<file path="src/rtl/sleep_mode_pkg.sv">
// shared constants for the sleep mode setpoint selector
package sleep_mode_pkg;
  localparam int SP_W = 12;
  localparam logic [31:0] REG_CTRL_OFS   = 32'h0000_0000;
  localparam logic [31:0] REG_STATUS_OFS = 32'h0000_0004;
  localparam logic [31:0] REG_TARGET_OFS = 32'h0000_0008;
  localparam logic [31:0] REG_DEEP_OFS   = 32'h0000_000C;
  localparam logic [31:0] REG_DEEPER_OFS = 32'h0000_0010;
  localparam int CTRL_DE_EN_BIT = 0;
  localparam logic [31:0] CTRL_RST_VAL = 32'h0000_0001;
  localparam int ST_MODE_LSB = 0;
  localparam int ST_DIODE_BIT = 4;
  localparam int ST_SINGLE_BIT = 5;
  localparam int DROOP_SHIFT = 4;
  localparam logic [1:0] RESP_OKAY   = 2'h0;
  localparam logic [1:0] RESP_SLVERR = 2'h2;
  typedef enum logic [2:0] {
    MODE_ACTIVE = 3'h1,
    MODE_DEEP   = 3'h2,
    MODE_DEEPER = 3'h4
  } mode_t;
endpackage

</file>
<file path="src/rtl/mode_decode.sv">
// combinational decode of the two sleep control pins into a mode
`timescale 1ns/100ps
module mode_decode (
  input  wire logic                 stop_clock_sleep_in_n,
  input  wire logic                 deeper_sleep_in,
  output sleep_mode_pkg::mode_t     mode
);
  always_comb begin
    if (deeper_sleep_in) begin
      mode = sleep_mode_pkg::MODE_DEEPER;
    end else if (stop_clock_sleep_in_n) begin
      mode = sleep_mode_pkg::MODE_ACTIVE;
    end else begin
      mode = sleep_mode_pkg::MODE_DEEP;
    end
  end
endmodule

</file>
<file path="src/rtl/sleep_mode_setpoint_select.sv">
// regulator mode selection, setpoint mux, diode emulation and phase control
//
// The implementer's own choices: the AXI4-Lite slave port and the register addresses.
`timescale 1ns/100ps
// Functional notes
// - stop-clock high, deeper low after reset gives Active, target from ident code.
// - in Active the target follows every ident code change.
// - Active target is converter output minus load droop.
// - both inputs low gives Deep Sleep, target from deep-sleep setpoint.
// - Deep Sleep runs the power stage in diode emulation.
// - stop-clock low, deeper high gives Deeper Sleep, deeper setpoint.
// - phase select tied to stop-clock gives single phase in Deep Sleep, and in Deeper Sleep only while stop-clock is low.
// - phase select from inverted deeper request gives single phase in Deeper only.
// - deep setpoint is a fixed fraction of the converter output.
module sleep_mode_setpoint_select #(
  parameter int SP_W = sleep_mode_pkg::SP_W
) (
  input  wire logic                 core_clk,
  input  wire logic                 rst_n,
  input  wire logic                 stop_clock_sleep_in_n,
  input  wire logic                 deeper_sleep_in,
  input  wire logic                 phase_count_select,
  input  wire logic [SP_W-1:0]      voltage_ident_dac,
  input  wire logic [SP_W-1:0]      deep_sleep_setpoint,
  input  wire logic [SP_W-1:0]      deeper_sleep_setpoint,
  input  wire logic [SP_W-1:0]      droop_sense,
  output logic [SP_W-1:0]           target_setpoint,
  output logic [2:0]                mode_out,
  output logic                      diode_emulation,
  output logic                      single_phase,
  input  wire logic [31:0]          s_axi_awaddr,
  input  wire logic                 s_axi_awvalid,
  output logic                      s_axi_awready,
  input  wire logic [31:0]          s_axi_wdata,
  input  wire logic [3:0]           s_axi_wstrb,
  input  wire logic                 s_axi_wvalid,
  output logic                      s_axi_wready,
  output logic [1:0]                s_axi_bresp,
  output logic                      s_axi_bvalid,
  input  wire logic                 s_axi_bready,
  input  wire logic [31:0]          s_axi_araddr,
  input  wire logic                 s_axi_arvalid,
  output logic                      s_axi_arready,
  output logic [31:0]               s_axi_rdata,
  output logic [1:0]                s_axi_rresp,
  output logic                      s_axi_rvalid,
  input  wire logic                 s_axi_rready
);
  sleep_mode_pkg::mode_t mode_c;
  logic [SP_W-1:0]       droop_amt;
  logic [SP_W-1:0]       sel_c;
  logic                  diode_en_r;
  logic                  aw_got_r;
  logic                  w_got_r;
  logic [31:0]           awaddr_r;
  logic [31:0]           wdata_r;
  logic [3:0]            wstrb_r;

  mode_decode u_dec (
    .stop_clock_sleep_in_n (stop_clock_sleep_in_n),
    .deeper_sleep_in       (deeper_sleep_in),
    .mode                  (mode_c)
  );

  // droop is a scaled copy of sensed load; the target subtraction below saturates at zero
  assign droop_amt = droop_sense >> sleep_mode_pkg::DROOP_SHIFT;

  always_comb begin
    case (mode_c)
      sleep_mode_pkg::MODE_ACTIVE: sel_c = voltage_ident_dac;
      sleep_mode_pkg::MODE_DEEP:   sel_c = deep_sleep_setpoint;
      default:                     sel_c = deeper_sleep_setpoint;
    endcase
  end

  // registered outputs; the pins are taken as synchronous, so one flop stage only
  always_ff @(posedge core_clk or negedge rst_n) begin
    if (!rst_n) begin
      target_setpoint <= '0;
      mode_out        <= sleep_mode_pkg::MODE_ACTIVE;
      diode_emulation <= 1'b0;
      single_phase    <= 1'b0;
    end else begin
      target_setpoint <= (sel_c > droop_amt) ? sel_c - droop_amt : '0;
      mode_out        <= mode_c;
      diode_emulation <= diode_en_r && (mode_c != sleep_mode_pkg::MODE_ACTIVE);
      // phase select is low whenever the wiring asks for one phase
      single_phase    <= !phase_count_select && (mode_c != sleep_mode_pkg::MODE_ACTIVE);
    end
  end

  // write channel: address and data accepted in either order
  assign s_axi_awready = !aw_got_r && !s_axi_bvalid;
  assign s_axi_wready  = !w_got_r && !s_axi_bvalid;

  always_ff @(posedge core_clk or negedge rst_n) begin
    if (!rst_n) begin
      aw_got_r <= 1'b0;
      w_got_r  <= 1'b0;
      awaddr_r <= '0;
      wdata_r  <= '0;
      wstrb_r  <= '0;
    end else if (aw_got_r && w_got_r) begin
      aw_got_r <= 1'b0;
      w_got_r  <= 1'b0;
    end else begin
      if (s_axi_awvalid && s_axi_awready) begin
        aw_got_r <= 1'b1;
        awaddr_r <= s_axi_awaddr;
      end
      if (s_axi_wvalid && s_axi_wready) begin
        w_got_r <= 1'b1;
        wdata_r <= s_axi_wdata;
        wstrb_r <= s_axi_wstrb;
      end
    end
  end

  always_ff @(posedge core_clk or negedge rst_n) begin
    if (!rst_n) begin
      diode_en_r   <= sleep_mode_pkg::CTRL_RST_VAL[sleep_mode_pkg::CTRL_DE_EN_BIT];
      s_axi_bvalid <= 1'b0;
      s_axi_bresp  <= sleep_mode_pkg::RESP_OKAY;
    end else if (aw_got_r && w_got_r) begin
      s_axi_bvalid <= 1'b1;
      if ({awaddr_r[31:2], 2'b00} == sleep_mode_pkg::REG_CTRL_OFS) begin
        s_axi_bresp <= sleep_mode_pkg::RESP_OKAY;
        if (wstrb_r[0]) begin
          diode_en_r <= wdata_r[sleep_mode_pkg::CTRL_DE_EN_BIT];
        end
      end else if ({awaddr_r[31:2], 2'b00} <= sleep_mode_pkg::REG_DEEPER_OFS) begin
        s_axi_bresp <= sleep_mode_pkg::RESP_OKAY;
      end else begin
        s_axi_bresp <= sleep_mode_pkg::RESP_SLVERR;
      end
    end else if (s_axi_bvalid && s_axi_bready) begin
      s_axi_bvalid <= 1'b0;
    end
  end

  // read channel
  assign s_axi_arready = !s_axi_rvalid;

  always_ff @(posedge core_clk or negedge rst_n) begin
    if (!rst_n) begin
      s_axi_rvalid <= 1'b0;
      s_axi_rdata  <= '0;
      s_axi_rresp  <= sleep_mode_pkg::RESP_OKAY;
    end else if (s_axi_arvalid && s_axi_arready) begin
      s_axi_rvalid <= 1'b1;
      s_axi_rresp  <= sleep_mode_pkg::RESP_OKAY;
      s_axi_rdata  <= '0;
      if ({s_axi_araddr[31:2], 2'b00} == sleep_mode_pkg::REG_CTRL_OFS) begin
        s_axi_rdata[sleep_mode_pkg::CTRL_DE_EN_BIT] <= diode_en_r;
      end else if ({s_axi_araddr[31:2], 2'b00} == sleep_mode_pkg::REG_STATUS_OFS) begin
        s_axi_rdata[sleep_mode_pkg::ST_MODE_LSB +: 3] <= mode_out;
        s_axi_rdata[sleep_mode_pkg::ST_DIODE_BIT]     <= diode_emulation;
        s_axi_rdata[sleep_mode_pkg::ST_SINGLE_BIT]    <= single_phase;
      end else if ({s_axi_araddr[31:2], 2'b00} == sleep_mode_pkg::REG_TARGET_OFS) begin
        s_axi_rdata[SP_W-1:0] <= target_setpoint;
      end else if ({s_axi_araddr[31:2], 2'b00} == sleep_mode_pkg::REG_DEEP_OFS) begin
        s_axi_rdata[SP_W-1:0] <= deep_sleep_setpoint;
      end else if ({s_axi_araddr[31:2], 2'b00} == sleep_mode_pkg::REG_DEEPER_OFS) begin
        s_axi_rdata[SP_W-1:0] <= deeper_sleep_setpoint;
      end else begin
        s_axi_rresp <= sleep_mode_pkg::RESP_SLVERR;
      end
    end else if (s_axi_rvalid && s_axi_rready) begin
      s_axi_rvalid <= 1'b0;
    end
  end

  // assertions
  a_active_select: assert property (@(posedge core_clk) disable iff (!rst_n)
    (stop_clock_sleep_in_n && !deeper_sleep_in) |=> mode_out == sleep_mode_pkg::MODE_ACTIVE)
    else $error("active mode not selected");
  a_ident_follow: assert property (@(posedge core_clk) disable iff (!rst_n)
    (mode_c == sleep_mode_pkg::MODE_ACTIVE && droop_sense == '0)
      |=> target_setpoint == $past(voltage_ident_dac))
    else $error("target does not follow ident code");
  a_droop_cut: assert property (@(posedge core_clk) disable iff (!rst_n)
    (mode_c == sleep_mode_pkg::MODE_ACTIVE) |=> target_setpoint <= $past(voltage_ident_dac))
    else $error("droop raised the target");
  a_deep_select: assert property (@(posedge core_clk) disable iff (!rst_n)
    (!stop_clock_sleep_in_n && !deeper_sleep_in && droop_sense == '0)
      |=> mode_out == sleep_mode_pkg::MODE_DEEP && target_setpoint == $past(deep_sleep_setpoint))
    else $error("deep sleep setpoint not selected");
  a_diode_deep: assert property (@(posedge core_clk) disable iff (!rst_n)
    (mode_c == sleep_mode_pkg::MODE_DEEP && diode_en_r) |=> diode_emulation)
    else $error("diode emulation missing in deep sleep");
  a_deeper_select: assert property (@(posedge core_clk) disable iff (!rst_n)
    (!stop_clock_sleep_in_n && deeper_sleep_in && droop_sense == '0)
      |=> mode_out == sleep_mode_pkg::MODE_DEEPER && target_setpoint == $past(deeper_sleep_setpoint))
    else $error("deeper sleep setpoint not selected");
  a_single_tied: assert property (@(posedge core_clk) disable iff (!rst_n)
    (phase_count_select == stop_clock_sleep_in_n && !stop_clock_sleep_in_n) |=> single_phase)
    else $error("single phase missing in sleep");
  a_single_deeper: assert property (@(posedge core_clk) disable iff (!rst_n)
    (phase_count_select == !deeper_sleep_in) |=> single_phase == $past(deeper_sleep_in))
    else $error("single phase wrong with inverted request");
  a_both_high: assert property (@(posedge core_clk) disable iff (!rst_n)
    (stop_clock_sleep_in_n && deeper_sleep_in) |=> mode_out == sleep_mode_pkg::MODE_DEEPER)
    else $error("both high not deeper sleep");
endmodule

</file>
<file path="config.mk">
export PLATFORM = sky130hd
export DESIGN_NAME = sleep_mode_setpoint_select
export DESIGN_NICKNAME = d
export VERILOG_FILES = /design/src/rtl/sleep_mode_pkg.sv /design/src/rtl/mode_decode.sv /design/src/rtl/sleep_mode_setpoint_select.sv
export SDC_FILE = /design/constraint.sdc
export NUM_CORES = 1
export LEC_CHECK = 0
export BUFFER_PORTS_ARGS = -buffer_cell sky130_fd_sc_hd__clkbuf_2
export CORE_MARGIN = 1
export CORE_UTILIZATION = 40
export CTS_CLUSTER_SIZE = 30
export DETAILED_ROUTE_END_ITERATION = 8
export GPL_ROUTABILITY_DRIVEN = 1
export PLACE_DENSITY = 0.77
export SLEW_MARGIN = 40
export SYNTH_ARGS = -nofsm -noshare
export SYNTH_HDL_FRONTEND = slang
export SYNTH_SLANG_ARGS = --single-unit
</file>
<file path="constraint.sdc">
create_clock -name core_clk -period 1.5 [get_ports core_clk]
set_input_delay 0.075 -clock core_clk [delete_from_list [all_inputs] [get_ports core_clk]]
set_output_delay 0.075 -clock core_clk [all_outputs]
set_load 0.03 [all_outputs]
</file>
==> results_dict.tcl <==
set metrics [dict create \
    status "complete, but fails checks" \
    violations "setup timing" \
    io_buffers 151 \
    ys_async_sr_fraction_pct 100 \
    cts.path.max_buffers 2 \
    grt_pass1_vias 3721 \
    clk_latency_ns 0.34 \
    holdPathEnd "w_got_r" \
    period_minus_slack_ns 1.75 \
    grt_pass1_wl_um 18500 \
    path_clk_slew_ns 0.08 \
    cts_tree "built" \
    synth.area.top_cells "dfrtp_1, mux2_2, mux2i_1" \
    grt_remaining_overflow 0 \
    grt.total_usage_pct 24.7 \
    period_share_pct 116 \
    cp.required_ns 1.77 \
    multi_input_area_mm2 0.00212 \
    cp-end-kind "flip-flop" \
    drc 0 \
    postRouteAntennaNets 0 \
    gp_congestion 0.888 \
    rows 35 \
    reg2regPathDepth 5 \
    drive_above_1_share_pct 49.8 \
    yosys-top-cells-count "dfrtp_1, mux2_2, nand2_1" \
    holdCritStartpoint "s_axi_wvalid" \
    synth_warnings 0 \
    syn-instance-count 370 \
    tns_ns -2.55 \
    synth_top_area_share_pct 43.9 \
    clock.fmax_mhz 573 \
    fin_worst_skew_ns 0.00861 \
    drv_cap 0 \
    powerDensity_mw_per_mm2 1270 \
    areaGrowthSynthToFinish_pct 57.1 \
    synth-seq-cells 68 \
    antenna_found_initial 0 \
    detail_route.wl_per_cell_um 16.4 \
    cts-root-buf "clkbuf_8" \
    dieHeight_um 99.0 \
    path_max_fanout 5 \
    rr_startpoint "awaddr_r[16]" \
    synthFlopType "dfrtp_1" \
    path_class "in2reg" \
    setup_viol 13 \
    timing.hold.worst_path_depth 3 \
    yosysTopAreaCell "dfrtp_1" \
    r2r-end "diode_en_r" \
    cts_max_level 3 \
    syn_avg_cell_area_um2 10.2 \
    ys_seq_area_share_pct 45.2 \
    firstDrtPassIters 4 \
    ys_types 51 \
    coreArea_mm2 0.00920 \
    netlist_area_mm2 0.00377 \
    finalHoldViolCount 0 \
    yosysMostFrequentCell "dfrtp_1" \
    drt_iter0_drc 140 \
    vias 3692 \
    rsz0062_at_grt "true" \
    ff2ff_setup_slack_ns -0.05 \
    die_area_mm2 0.00981 \
    worst_slack_ns -0.247 \
    drv_slew 0 \
    seqCellArea_mm2 0.00171 \
    die_w_um 99.0 \
    ir_worst_vdd_v 0.000673 \
    worst_ep_arrival_time_ns 2.02 \
    hold_path_class "in2reg" \
    viasPerCell 5.07 \
    io_pins 216 \
    numCtsBuffers 9 \
    p_leak_uw 0.00297 \
    dp_hpwl_um 8580 \
    synth_enable_flop_cells 0 \
    num-fill-cells 715 \
    finalWirelength_um 11900 \
    nNetsFinal 779 \
    grt_max_degree 69 \
    start_util_pct 41.0 \
    start_kind "primary input" \
    cts.sinks 68 \
    p_total_uw 7490 \
    diodes 0 \
]
## sequential cells by signal (all words and copies together), names as in the netlist, 3 cells and up
| signal | cells |
|---|---|
| target_setpoint | 12 |
| awaddr_r | 30 |
| mode_out | 3 |
| s_axi_rdata | 12 |
## layer usage
metal	track usage (%)	up-vias	wire length [µm]
met4	8.50	0	276
met3	4.18	21	578
met2	41.0	142	5810
li1	-	1757	-
met5	0	-	0
met1	32.6	1772	5270
## power breakdown
part           switching [µW]  internal, µW  total [µW]
Sequential                482          2420        2900
Clock                     733           862        1590
Combinational            1360          1640        2990
## worst max path at each step
stage,slack [ns],to,startpoint,cells past startpoint
2_1_floorplan,-0.60,target_setpoint[6],stop_clock_sleep_in_n,13
3_3_place_gp,-0.78,target_setpoint[7],stop_clock_sleep_in_n,12
3_5_place_dp,-0.85,target_setpoint[7],stop_clock_sleep_in_n,11
4_1_cts,-0.18,target_setpoint[6],stop_clock_sleep_in_n,11
5_1_grt,-0.31,target_setpoint[9],stop_clock_sleep_in_n,10
6_report,-0.25,target_setpoint[7],stop_clock_sleep_in_n,12
## worst max-delay path, cell delays in order
cell and delay (ns):
clkbuf_16 0.14, mux2i_1 0.11, nor2_1 0.10, a21oi_1 0.06
ha_2 0.20, fa_2 0.35, nand2b_4 0.17, a21oi_4 0.16
a211oi_2 0.10, o211a_4 0.30, buf_6 0.13, nor3_2 0.13
## cell families after synthesis
family                   count (synthesis)  share of synthesized area [%]
multiplexers                            59                           17.3
AND/OR/NAND/NOR                        104                           13.8
adder cells (fa/ha/maj)                  9                           3.19
XOR/XNOR                                 3                          0.698
buffers and inverters                   54                           8.14
other                                    1                         0.0996
flip-flops                              68                           45.2
AO/OA/AOI/OAI                           72                           11.5
## stage by stage
step	worst slack (ns)	instance area, µm²	cells	hold slack, ns	util [%]
after global placement	-0.783	5110	668	0.119	55.6
after detailed placement	-0.846	5110	668	0.138	55.6
after floorplan	-0.601	4110	391	-0.221	-
after global routing	-0.313	5920	728	0.0203	64.4
after CTS	-0.183	5840	727	0.0111	63.5
final	-0.247	5920	728	0.0359	64.4
## cell type report
| type | instances | area share, % |
|---|---|---|
| Clock buffer | 11 | 2.56 |
| Timing Repair Buffer | 248 | 28.3 |
| Clock inverter | 5 | 0.994 |
| Tap cell | 111 | 2.35 |
| Multi-Input combinational cell | 269 | 35.9 |
| Sequential cell | 68 | 28.8 |
| Inverter | 16 | 1.06 |
## repair_timing
action	4_1_cts	5_1_grt
buffers inserted	4	1
endpoints found under the hold margin	103	0
pin swaps	10	6
hold buffers	38	0
resized for setup	23	16
cloned	1	0
endpoints found under the setup margin	13	14
## cell usage in the layout (no fill, tap or decap), types with 3 or more instances in the layout
| cell | synthesis | layout |
|---|---|---|
| inv_1 | 16 | 14 |
| nor2_1 | 30 | 21 |
| buf_6 | 2 | 3 |
| dlygate4sd3_1 | 0 | 38 |
| dfrtp_1 | 66 | 64 |
| mux2_2 | 34 | 5 |
| ha_1 | 8 | 6 |
| o21ai_0 | 27 | 19 |
| o211ai_1 | 4 | 4 |
| a21oi_1 | 21 | 19 |
| nor4_1 | 12 | 7 |
| mux2_4 | 1 | 30 |
| clkbuf_8 | 0 | 13 |
| nor2_2 | 0 | 8 |
| nor3_1 | 8 | 4 |
| nor4_2 | 0 | 4 |
| a22o_1 | 3 | 3 |
| nor2b_1 | 3 | 3 |
| buf_4 | 22 | 51 |
| o21ai_1 | 1 | 9 |
| a211oi_2 | 0 | 3 |
| buf_12 | 0 | 4 |
| nand4_1 | 6 | 6 |
| mux2i_1 | 23 | 22 |
| clkbuf_2 | 0 | 148 |
| nor3_2 | 0 | 3 |
| conb_1 | 1 | 22 |
| nand2_1 | 31 | 30 |
Power figures use the tool's default switching activity.
